===== config.mk =====
export PLATFORM = sky130hd
export DESIGN_NAME = port_chip_select_decoder
export DESIGN_NICKNAME = d
export VERILOG_FILES = /design/src/design/port_strobe_pkg.sv /design/src/design/port_chip_select_decoder.sv
export SDC_FILE = /design/constraint.sdc
export NUM_CORES = 1
export LEC_CHECK = 0
export BUFFER_PORTS_ARGS = -buffer_cell sky130_fd_sc_hd__buf_2
export CAP_MARGIN = 20
export CELL_PAD_IN_SITES_DETAIL_PLACEMENT = 2
export CELL_PAD_IN_SITES_GLOBAL_PLACEMENT = 2
export CORE_MARGIN = 2
export CORE_UTILIZATION = 36
export CTS_BUF_LIST = sky130_fd_sc_hd__clkbuf_4 sky130_fd_sc_hd__clkbuf_8 sky130_fd_sc_hd__clkbuf_16
export DETAILED_ROUTE_END_ITERATION = 6
export PLACE_DENSITY = 0.85
export RECOVER_POWER = 25
export SYNTH_ARGS = -nofsm -noshare
export SYNTH_HDL_FRONTEND = slang
export SYNTH_SLANG_ARGS = --single-unit

===== constraint.sdc =====
create_clock -name clk -period 4.7 [get_ports clk]
set_clock_uncertainty 0.15 [all_clocks]
set_input_delay 0.235 -clock clk [delete_from_list [all_inputs] [get_ports clk]]
set_output_delay 0.235 -clock clk [all_outputs]
set_load 0.03 [all_outputs]

===== src/design/port_strobe_pkg.sv =====
// Purpose: Constants for the four-pin strobe decoder port
// Assumes: AXI4-Lite register access, byte address = 4 * register index
// Notes:   Register indices are kept as printed; base registers use chosen indices
package port_strobe_pkg;
    // Register indices
    localparam logic [7:0] IDX_POLARITY  = 8'hae;
    localparam logic [7:0] IDX_OPT_LOW   = 8'hc2;
    localparam logic [7:0] IDX_OPT_HIGH  = 8'hc3;
    localparam logic [7:0] IDX_PORT_DATA = 8'hd8;
    localparam logic [7:0] IDX_BASE0     = 8'he0;  // Pin n high at e0+2n, low at e1+2n
    // Field positions
    localparam int FUNC_SHIFT_UPPER = 6;
    localparam int CMP_SHIFT_UPPER  = 4;
    localparam int FUNC_SHIFT_LOWER = 2;
    localparam int CMP_SHIFT_LOWER  = 0;
    localparam int POL_SHIFT        = 4;
    // Reset values
    localparam logic [7:0] RESET_CFG  = 8'h00;
    localparam logic [7:0] RESET_PORT = 8'hff;
    // Function encodings
    localparam logic [1:0] FUNC_GPIO  = 2'h0;
    localparam logic [1:0] FUNC_READ  = 2'h1;
    localparam logic [1:0] FUNC_WRITE = 2'h2;
    localparam logic [1:0] FUNC_BOTH  = 2'h3;
    // Compare-length encodings
    localparam logic [1:0] CMP_FULL   = 2'h0;
    localparam logic [1:0] CMP_DROP1  = 2'h1;
    localparam logic [1:0] CMP_DROP2  = 2'h2;
    localparam logic [1:0] CMP_DROP8  = 2'h3;
    localparam logic [15:0] MASK_FULL  = 16'hffff;
    localparam logic [15:0] MASK_DROP1 = 16'hfffe;
    localparam logic [15:0] MASK_DROP2 = 16'hfffc;
    localparam logic [15:0] MASK_DROP8 = 16'hff00;
    // AXI responses
    localparam logic [1:0] RESP_OKAY   = 2'h0;
    localparam logic [1:0] RESP_SLVERR = 2'h2;
endpackage : port_strobe_pkg


===== src/design/port_chip_select_decoder.sv =====
// Purpose: Eight-pin port where each of the lower four pins is a data bit or a decoded chip-select strobe
// Assumes: External bus strobes and address are synchronous to clk, active high
// Notes:   Strobe pins follow the bus strobe with one register stage
`timescale 1ns/1ps
`default_nettype none

module port_chip_select_decoder #(
    parameter int PINS = 4
) (
    input  wire logic        clk,
    input  wire logic        rst_n,
    input  wire logic        clk_en,
    input  wire logic [11:0] s_axi_awaddr,
    input  wire logic        s_axi_awvalid,
    output logic             s_axi_awready,
    input  wire logic [31:0] s_axi_wdata,
    input  wire logic [3:0]  s_axi_wstrb,
    input  wire logic        s_axi_wvalid,
    output logic             s_axi_wready,
    output logic [1:0]       s_axi_bresp,
    output logic             s_axi_bvalid,
    input  wire logic        s_axi_bready,
    input  wire logic [11:0] s_axi_araddr,
    input  wire logic        s_axi_arvalid,
    output logic             s_axi_arready,
    output logic [31:0]      s_axi_rdata,
    output logic [1:0]       s_axi_rresp,
    output logic             s_axi_rvalid,
    input  wire logic        s_axi_rready,
    input  wire logic [15:0] ext_addr,
    input  wire logic        ext_read,
    input  wire logic        ext_write,
    output logic [7:0]       port_out
);

    // All block state in one record
    // Bus side: write address and data halves are captured separately
    // so that the master may offer them in either order or together.
    // A held half lowers its ready until the commit frees it again.
    // Response side: one write response and one read answer at most,
    // each standing until the master takes it.
    // Register side: option, polarity, data and base bytes.
    // Pin side: the registered image of all eight port pins, so that
    // every pin leaves the block straight from a flop.
    // Base bytes are packed per pin, pin n in bits 8n+7 down to 8n.
    // Polarity keeps only its upper nibble; the lower bits stay zero.
    // Port data bits 7:4 pass through to the upper pins unchanged.
    typedef struct packed {
        logic                 aw_have;
        logic [9:0]           aw_idx;
        logic                 aw_bad;
        logic                 w_have;
        logic [7:0]           w_byte;
        logic                 w_en;
        logic                 bvalid;
        logic [1:0]           bresp;
        logic                 rvalid;
        logic [31:0]          rdata;
        logic [1:0]           rresp;
        logic [7:0]           polarity;
        logic [7:0]           opt_low;
        logic [7:0]           opt_high;
        logic [7:0]           port_data;
        logic [PINS*8-1:0]    base_high;
        logic [PINS*8-1:0]    base_low;
        logic [7:0]           pins;
    } state_type;

    state_type state_q;     // Registered state
    state_type state_d;     // Next state
    logic [PINS-1:0] pin_value;   // Combinational pin levels
    logic [7:0]      read_word;   // Read mux result
    logic            read_bad;    // Unmapped read

    // Per-pin field extraction, address compare and strobe gating
    // Each pin repeats the same slice of logic:
    //   pick its function and compare-length fields,
    //   turn the length field into an address mask,
    //   compare the external address with the pin's base under that mask,
    //   gate the hit with the qualifying bus strobe,
    //   then apply the pin's polarity or fall back to the data bit.
    // The compare uses the live bus address and strobes, so a strobe
    // pin tracks the bus cycle with only the output register between.
    // Nothing here holds state; every flop lives in the state record.
    genvar gi;
    generate
        for (gi = 0; gi < PINS; gi++) begin : g_pin
            logic [1:0]  func;
            logic [1:0]  cmp;
            logic [15:0] mask;
            logic [15:0] base;
            logic        hit;
            logic        active;
            // Upper pin of each pair sits in bits 7:4
            always_comb begin
                if (gi == 3) begin
                    func = state_q.opt_high[port_strobe_pkg::FUNC_SHIFT_UPPER +: 2];
                    cmp  = state_q.opt_high[port_strobe_pkg::CMP_SHIFT_UPPER +: 2];
                end else if (gi == 2) begin
                    func = state_q.opt_high[port_strobe_pkg::FUNC_SHIFT_LOWER +: 2];
                    cmp  = state_q.opt_high[port_strobe_pkg::CMP_SHIFT_LOWER +: 2];
                end else if (gi == 1) begin
                    func = state_q.opt_low[port_strobe_pkg::FUNC_SHIFT_UPPER +: 2];
                    cmp  = state_q.opt_low[port_strobe_pkg::CMP_SHIFT_UPPER +: 2];
                end else begin
                    func = state_q.opt_low[port_strobe_pkg::FUNC_SHIFT_LOWER +: 2];
                    cmp  = state_q.opt_low[port_strobe_pkg::CMP_SHIFT_LOWER +: 2];
                end
            end
            // Compare mask from the length field
            // A cleared mask bit removes that address bit from the match,
            // which widens the window the strobe answers to.
            // Widest window is one page of 256 addresses.
            // Narrowest window is one single address.
            always_comb begin
                case (cmp)
                    port_strobe_pkg::CMP_FULL:  mask = port_strobe_pkg::MASK_FULL;
                    port_strobe_pkg::CMP_DROP1: mask = port_strobe_pkg::MASK_DROP1;
                    port_strobe_pkg::CMP_DROP2: mask = port_strobe_pkg::MASK_DROP2;
                    default:                    mask = port_strobe_pkg::MASK_DROP8;
                endcase
            end
            // Base from its register pair
            assign base = {state_q.base_high[gi*8 +: 8], state_q.base_low[gi*8 +: 8]};
            assign hit  = ((ext_addr ^ base) & mask) == 16'h0000;
            // Strobe exists only while the qualifying bus strobe and match hold
            // Read-only pins ignore write cycles and the reverse.
            // Both-way pins answer either strobe.
            // Data mode never raises the internal strobe at all.
            // Dropping either the bus strobe or the match ends the strobe,
            // so each bus cycle gives one pulse and never a stretched one.
            always_comb begin
                case (func)
                    port_strobe_pkg::FUNC_READ:  active = hit && ext_read;
                    port_strobe_pkg::FUNC_WRITE: active = hit && ext_write;
                    port_strobe_pkg::FUNC_BOTH:  active = hit && (ext_read || ext_write);
                    default:                     active = 1'b0;
                endcase
            end
            // Mode 0 drives the data bit, else strobe with polarity
            // Polarity one gives an active-high strobe, zero an active-low one.
            // An idle active-low strobe therefore rests high, which is the
            // same level a released data pin shows after reset.
            // Changing mode while a bus cycle runs may cut that pulse short.
            always_comb begin
                if (func == port_strobe_pkg::FUNC_GPIO) begin
                    pin_value[gi] = state_q.port_data[gi];
                end else begin
                    // Inactive level returns as soon as active drops
                    pin_value[gi] = state_q.polarity[port_strobe_pkg::POL_SHIFT + gi] ?
                                    active : !active;
                end
            end
        end
    endgenerate

    // Register read mux by word index
    // Registers sit one to a 32-bit word; only byte 0 carries data.
    // Byte address bits 1:0 are ignored, so any byte offset reads the word.
    // Base registers alternate high and low from the first base index:
    //   even index is a pin's high byte, odd index its low byte.
    // Any index outside the map answers with an error and zero data,
    // so software sees a bad offset rather than a silent alias.
    // The mux looks at the live read address; the answer is registered
    // at the edge that takes the request, so a later change of the
    // address cannot disturb data already handed back.
    always_comb begin
        logic [9:0] ridx;
        ridx      = s_axi_araddr[11:2];
        read_word = 8'h00;
        read_bad  = 1'b0;
        if (ridx == {2'b00, port_strobe_pkg::IDX_POLARITY}) begin
            read_word = {state_q.polarity[7:4], 4'h0};
        end else if (ridx == {2'b00, port_strobe_pkg::IDX_OPT_LOW}) begin
            read_word = state_q.opt_low;
        end else if (ridx == {2'b00, port_strobe_pkg::IDX_OPT_HIGH}) begin
            read_word = state_q.opt_high;
        end else if (ridx == {2'b00, port_strobe_pkg::IDX_PORT_DATA}) begin
            read_word = state_q.port_data;
        end else if (ridx >= {2'b00, port_strobe_pkg::IDX_BASE0} &&
                     ridx < {2'b00, port_strobe_pkg::IDX_BASE0} + 10'(2 * PINS)) begin
            if (ridx[0] == 1'b0) begin
                read_word = state_q.base_high[(ridx[3:1] - 3'h0) * 8 +: 8];
            end else begin
                read_word = state_q.base_low[ridx[3:1] * 8 +: 8];
            end
        end else begin
            read_bad = 1'b1;
        end
    end

    // Next-state logic: bus handshakes, register writes, pin register
    // Order of the steps below matters only where two touch one field:
    //   a later step overrides an earlier one in the same cycle.
    // Write address and data are each taken at their own handshake edge.
    // The commit waits for both halves and for a free response slot,
    // so a master that is slow to take responses simply stalls writes.
    // A write response and the next commit never meet in one cycle,
    // because the commit needs the response slot to be empty first.
    // Reads are taken whenever no read answer stands, independent of
    // anything the write side is doing.
    // The pin image is refreshed every enabled cycle from the pin logic.
    // With the clock enable low nothing here reaches the registers.
    always_comb begin
        state_d = state_q;
        // Pins registered so outputs come from flops
        state_d.pins = {state_q.port_data[7:PINS], pin_value};
        // Write address capture
        if (!state_q.aw_have && s_axi_awvalid) begin
            state_d.aw_have = 1'b1;
            state_d.aw_idx  = s_axi_awaddr[11:2];
            state_d.aw_bad  = 1'b1;
            if (s_axi_awaddr[11:2] == {2'b00, port_strobe_pkg::IDX_POLARITY} ||
                s_axi_awaddr[11:2] == {2'b00, port_strobe_pkg::IDX_OPT_LOW} ||
                s_axi_awaddr[11:2] == {2'b00, port_strobe_pkg::IDX_OPT_HIGH} ||
                s_axi_awaddr[11:2] == {2'b00, port_strobe_pkg::IDX_PORT_DATA} ||
                (s_axi_awaddr[11:2] >= {2'b00, port_strobe_pkg::IDX_BASE0} &&
                 s_axi_awaddr[11:2] < {2'b00, port_strobe_pkg::IDX_BASE0} + 10'(2 * PINS))) begin
                state_d.aw_bad = 1'b0;
            end
        end
        // Write data capture
        if (!state_q.w_have && s_axi_wvalid) begin
            state_d.w_have = 1'b1;
            state_d.w_byte = s_axi_wdata[7:0];
            state_d.w_en   = s_axi_wstrb[0];
        end
        // Commit once both halves are held and no response is pending
        // Bad offsets give an error and leave every register untouched.
        // A cleared byte-0 strobe gives OKAY but writes nothing.
        // Register writes become visible one edge after the commit, and
        // the pins follow one edge later still through the pin image.
        // Both held halves are released together here.
        if (state_q.aw_have && state_q.w_have && !state_q.bvalid) begin
            state_d.aw_have = 1'b0;
            state_d.w_have  = 1'b0;
            state_d.bvalid  = 1'b1;
            state_d.bresp   = state_q.aw_bad ? port_strobe_pkg::RESP_SLVERR
                                             : port_strobe_pkg::RESP_OKAY;
            if (state_q.w_en && !state_q.aw_bad) begin
                if (state_q.aw_idx == {2'b00, port_strobe_pkg::IDX_POLARITY}) begin
                    state_d.polarity = {state_q.w_byte[7:4], 4'h0};
                end else if (state_q.aw_idx == {2'b00, port_strobe_pkg::IDX_OPT_LOW}) begin
                    state_d.opt_low = state_q.w_byte;
                end else if (state_q.aw_idx == {2'b00, port_strobe_pkg::IDX_OPT_HIGH}) begin
                    state_d.opt_high = state_q.w_byte;
                end else if (state_q.aw_idx == {2'b00, port_strobe_pkg::IDX_PORT_DATA}) begin
                    state_d.port_data = state_q.w_byte;
                end else if (state_q.aw_idx[0] == 1'b0) begin
                    state_d.base_high[state_q.aw_idx[3:1] * 8 +: 8] = state_q.w_byte;
                end else begin
                    state_d.base_low[state_q.aw_idx[3:1] * 8 +: 8] = state_q.w_byte;
                end
            end
        end
        // Write response retire
        if (state_q.bvalid && s_axi_bready) begin
            state_d.bvalid = 1'b0;
        end
        // Read: accept when no read data pending
        // Upper data bits always read zero.
        // The read ready is the inverse of the pending answer, so a new
        // read is only taken in the cycle after the last one retired.
        if (!state_q.rvalid && s_axi_arvalid) begin
            state_d.rvalid = 1'b1;
            state_d.rdata  = {24'h000000, read_word};
            state_d.rresp  = read_bad ? port_strobe_pkg::RESP_SLVERR
                                      : port_strobe_pkg::RESP_OKAY;
        end else if (state_q.rvalid && s_axi_rready) begin
            state_d.rvalid = 1'b0;
        end
    end

    // State register with synchronous reset and clock enable
    // Reset wins over the clock enable, so a frozen block still resets.
    // After reset every pin is in data mode and every data bit is one,
    // so the pins rest high until software programs them.
    // Option, polarity and base bytes clear to zero.
    // Both response slots are empty and all readies are high.
    // The first request may come at the first edge after release.
    // With the enable low every flop keeps its value, bus handshakes
    // included, but a ready left high still lets a handshake complete that the block then drops.
    // Only constants are loaded in the reset branch.
    always_ff @(posedge clk) begin
        if (!rst_n) begin
            state_q           <= '0;
            state_q.polarity  <= port_strobe_pkg::RESET_CFG;
            state_q.opt_low   <= port_strobe_pkg::RESET_CFG;
            state_q.opt_high  <= port_strobe_pkg::RESET_CFG;
            state_q.base_high <= '0;
            state_q.base_low  <= '0;
            state_q.port_data <= port_strobe_pkg::RESET_PORT;
            state_q.pins      <= port_strobe_pkg::RESET_PORT;
        end else if (clk_en) begin
            state_q <= state_d;
        end
    end

    // Outputs straight from flops
    // Readies are plain inversions of held flags, with no input in the
    // path, so no combinational loop can form through the master.
    // Response codes and read data stand with their valid flags.
    // The port pins are the registered pin image in full.
    // Upper pins show port data bits 7:4 at all times.
    assign s_axi_awready = !state_q.aw_have;
    assign s_axi_wready  = !state_q.w_have;
    assign s_axi_bvalid  = state_q.bvalid;
    assign s_axi_bresp   = state_q.bresp;
    assign s_axi_arready = !state_q.rvalid;
    assign s_axi_rvalid  = state_q.rvalid;
    assign s_axi_rdata   = state_q.rdata;
    assign s_axi_rresp   = state_q.rresp;
    assign port_out      = state_q.pins;

endmodule : port_chip_select_decoder

`default_nettype wire


==> results.tsv <==
metric	value	unit
outcome	complete, no violations	
global-route wire length before repair	47.22	mm
Worst EP required	4.91	ns
Detail Placement HPWL	19.17	mm
DR vias/cell	5.773	
gr usage total	0.2867	
CP delay by family, top	simple AND/OR/NAND/NOR gates	
Post-Synthesis Cells	907	
Unique masters post-synth	55	
CTS buffer count	17	
GRT Residual Overflow	0	
Place WS	1.215	ns
number of hold buffers added after CTS	22	
critical-path cell list	inv_1 -> ha_1 -> ha_1 -> nor4b_1 -> nand3_1 -> nor2_2 -> nand2_1 -> a21oi_1	
CP startpoint kind	flop	
area fraction in compound gates after synthesis	0.1467	
Area contributors post-synth	dfxtp_1, mux2i_1, xnor2_1	
share of cells above drive strength 1	0.1155	
largest net degree at the start of global routing	68	
Vias	7106	
setup TNS	0	ns
Power, Total	2.815	mW
crit-path most repeated cell	ha_1	
leading area contributor after synthesis	dfxtp_1	
post-synthesis adder-cell area fraction	0.008393	
die height	147.9	µm
antenna viol nets, final	0	
Site Rows	52	
clock-pin slew on the worst setup and hold paths	0.07	ns
maximum clock frequency	0.2595	GHz
DRT Wirelength	30.82	mm
Worst-Margin Slew	1.459	ns
CTS tree	built	
initial antenna violation count	0	
post-CTS sizing	0	
WHS Endpoint	port_out[6]	
Lkg Pwr	3.150	nW
fillers	2314	
biggest cell delay along the critical path	0.83	ns
worst reg2reg path depth	8	
Hold WS	0.2227	ns
initial drt markers	469	
max cap viols	0	
synth-to-layout area growth	13.88	%
ys async rst share	0	
Setup WS post-layout	0.8461	ns
multi-input logic area	0.004197	mm²
worst hold path depth	3	
die area	0.02187	mm²
crit path time final	3.854	ns
Reg-to-Reg End	g_pin[0].base[13]	
Reg area	0.002683	mm²
Post-synth EDFFs	0	
hold path startpoint	rst_n	
Tcrit/Tclk final	0.8200	
vias in the first global route	7739	
post-DR wirelength/cell	25.04	µm
post-CTS setup buffer count	0	
Power per Cell Area	331.6	mW/mm²
worst skew pair latency	0.45	ns
CTS root buffer	clkbuf_16	
critical path class	flop to flop	
CP arrival	4.07	ns
worst reg-to-reg setup slack	0.85	ns
Syn Area/Cell	8.218	µm²
top-level port count	135	
Layout Utilization	0.4181	
Port Buffers	77	
CTS max path bufs	2	
Seq cells post-synth	134	
Post-Synth XOR/XNOR Area	0.07974	
post-synth top area share	0.3599	
GPL Wtd Cong	0.8756	
Remaining DRCs	0	
Post-Syn Area	0.007453	mm²
antenna cells	0	
maximum vdd drop	0.2178	mV
Pre-antenna DRT Iters	5	
Initial Util	0.3672	
core area	0.02030	mm²
combinational family with the most area after synthesis	simple AND/OR/NAND/NOR gates	
Slew Viols, Final	0	
# setup viols final	0	
crit path max fanout	18	
Die Width	147.9	µm
YS warnings	0	
Critical R2R Launch	state_q[154]	
predominant post-synthesis flop cell	dfxtp_1	
Slew HR	0.02738	
Critical Path End Type	flop	
RSZ-0062 raised after global routing	false	
crit path buf inv count	1	
H-tree depth	4	
worst min path class	input pin to flop	
final-report hold violation count	0	
TritonCTS Sinks	134	
Slowest-stage cell, CP	dfxtp_1	
post-synthesis mux area share	0.1209	
sequential share of the synthesized area	0.3599	
net count reported at finish	1039	
Simple-Gate Fraction of Synth Area	0.1951	
==> area by class of cell <==
class | count | area share
repair buffers | 109 | 0.07680
clock buffers | 18 | 0.05174
clock inverters | 14 | 0.01504
inverters | 14 | 0.006191
well taps | 270 | 0.03980
flip-flops and latches | 134 | 0.3160
multi-input cells | 672 | 0.4944
==> kinds of logic (layout without fill, tap and decap cells) <==
| family | Yosys count | count (layout) |
|---|---|---|
| xor+xnor | 67 | 67 |
| other cells | 1 | 26 |
| fa+ha+maj | 5 | 5 |
| flops | 134 | 134 |
| mux | 90 | 90 |
| compound gates | 186 | 186 |
| simple gates | 298 | 298 |
| buf+inv | 126 | 155 |
==> metrics by stage <==
stage	instances	instance area, µm²
2_1_floorplan	932	7547
3_3_place_gp	1177	7736
3_5_place_dp	1177	7736
4_1_cts	1231	8523
5_1_grt	1231	8488
6_report	1231	8488
==> routing by layer <==
layer / wire, µm / share of wire / global-route usage / up-vias
met4: 1469 / 0.048 / 0.1443 / 0
met5: 0 / 0 / 0 / -
met3: 1303 / 0.042 / 0.04784 / 86
met1: 12890 / 0.42 / 0.3503 / 3619
met2: 15160 / 0.49 / 0.4881 / 252
li1: - / - / - / 3149
==> worst max path at each step <==
stage                             from           endpoint  slack [ns]  cells past startpoint
after global placement    state_q[154]   g_pin[0].base[9]        1.39                      8
after CTS                 state_q[154]  g_pin[0].base[13]        0.94                      8
after floorplan           state_q[154]   g_pin[0].base[0]        1.98                      9
final                     state_q[154]  g_pin[0].base[13]        0.85                      8
after detailed placement  state_q[154]  g_pin[0].base[13]        1.21                      8
after global routing      state_q[154]  g_pin[0].base[13]        0.65                      8
==> synth_stat cells (3+ instances only) <==
library cell and number:
a21oi_1 54, a22oi_1 28, a31oi_1 3, and3_1 5
buf_1 5, buf_2 12, buf_4 44, clkbuf_1 49
dfxtp_1 134, ha_1 5, inv_1 14, mux2i_1 90
nand2_1 93, nand2b_1 13, nand3_1 48, nand4_1 14
nor2_1 72, nor2_2 3, nor2b_1 19, nor3_1 9
nor3b_1 3, o211ai_1 10, o21ai_0 67, o221ai_1 3
o22ai_1 10, xnor2_1 61, xor2_1 5
==> report_power, final <==
| group | internal, mW | switching [mW] |
|---|---|---|
| clock network | 0.744 | 0.589 |
| registers | 1.15 | 0.0269 |
| logic | 0.0955 | 0.209 |
| total | 1.99 | 0.825 |
==> flip-flops by register name, indices dropped and copies added, names as in the netlist, 4 cells and up <==
| name | count |
|---|---|
| state_q | 30 |
| g_pin.base | 64 |
| port_out | 8 |
| s_axi_rdata | 8 |
| g_pin.func | 8 |
| state_d | 4 |
| g_pin.cmp | 8 |
==> tightest hold or removal path, stage by stage <==
cell	delay (ns)
buf_2	0.11
buf_4	0.29
nand2_1	0.11
==> layout by cell type (no fill, tap or decap), types with 26 or more instances in the layout <==
master   count
buf_2       54
dfxtp_1    134
o21ai_0     67
nor2_1      72
nand3_1     48
mux2i_1     90
xnor2_1     61
conb_1      26
a22oi_1     28
a21oi_1     54
nand2_1     93
Power figures use the tool's default switching activity.
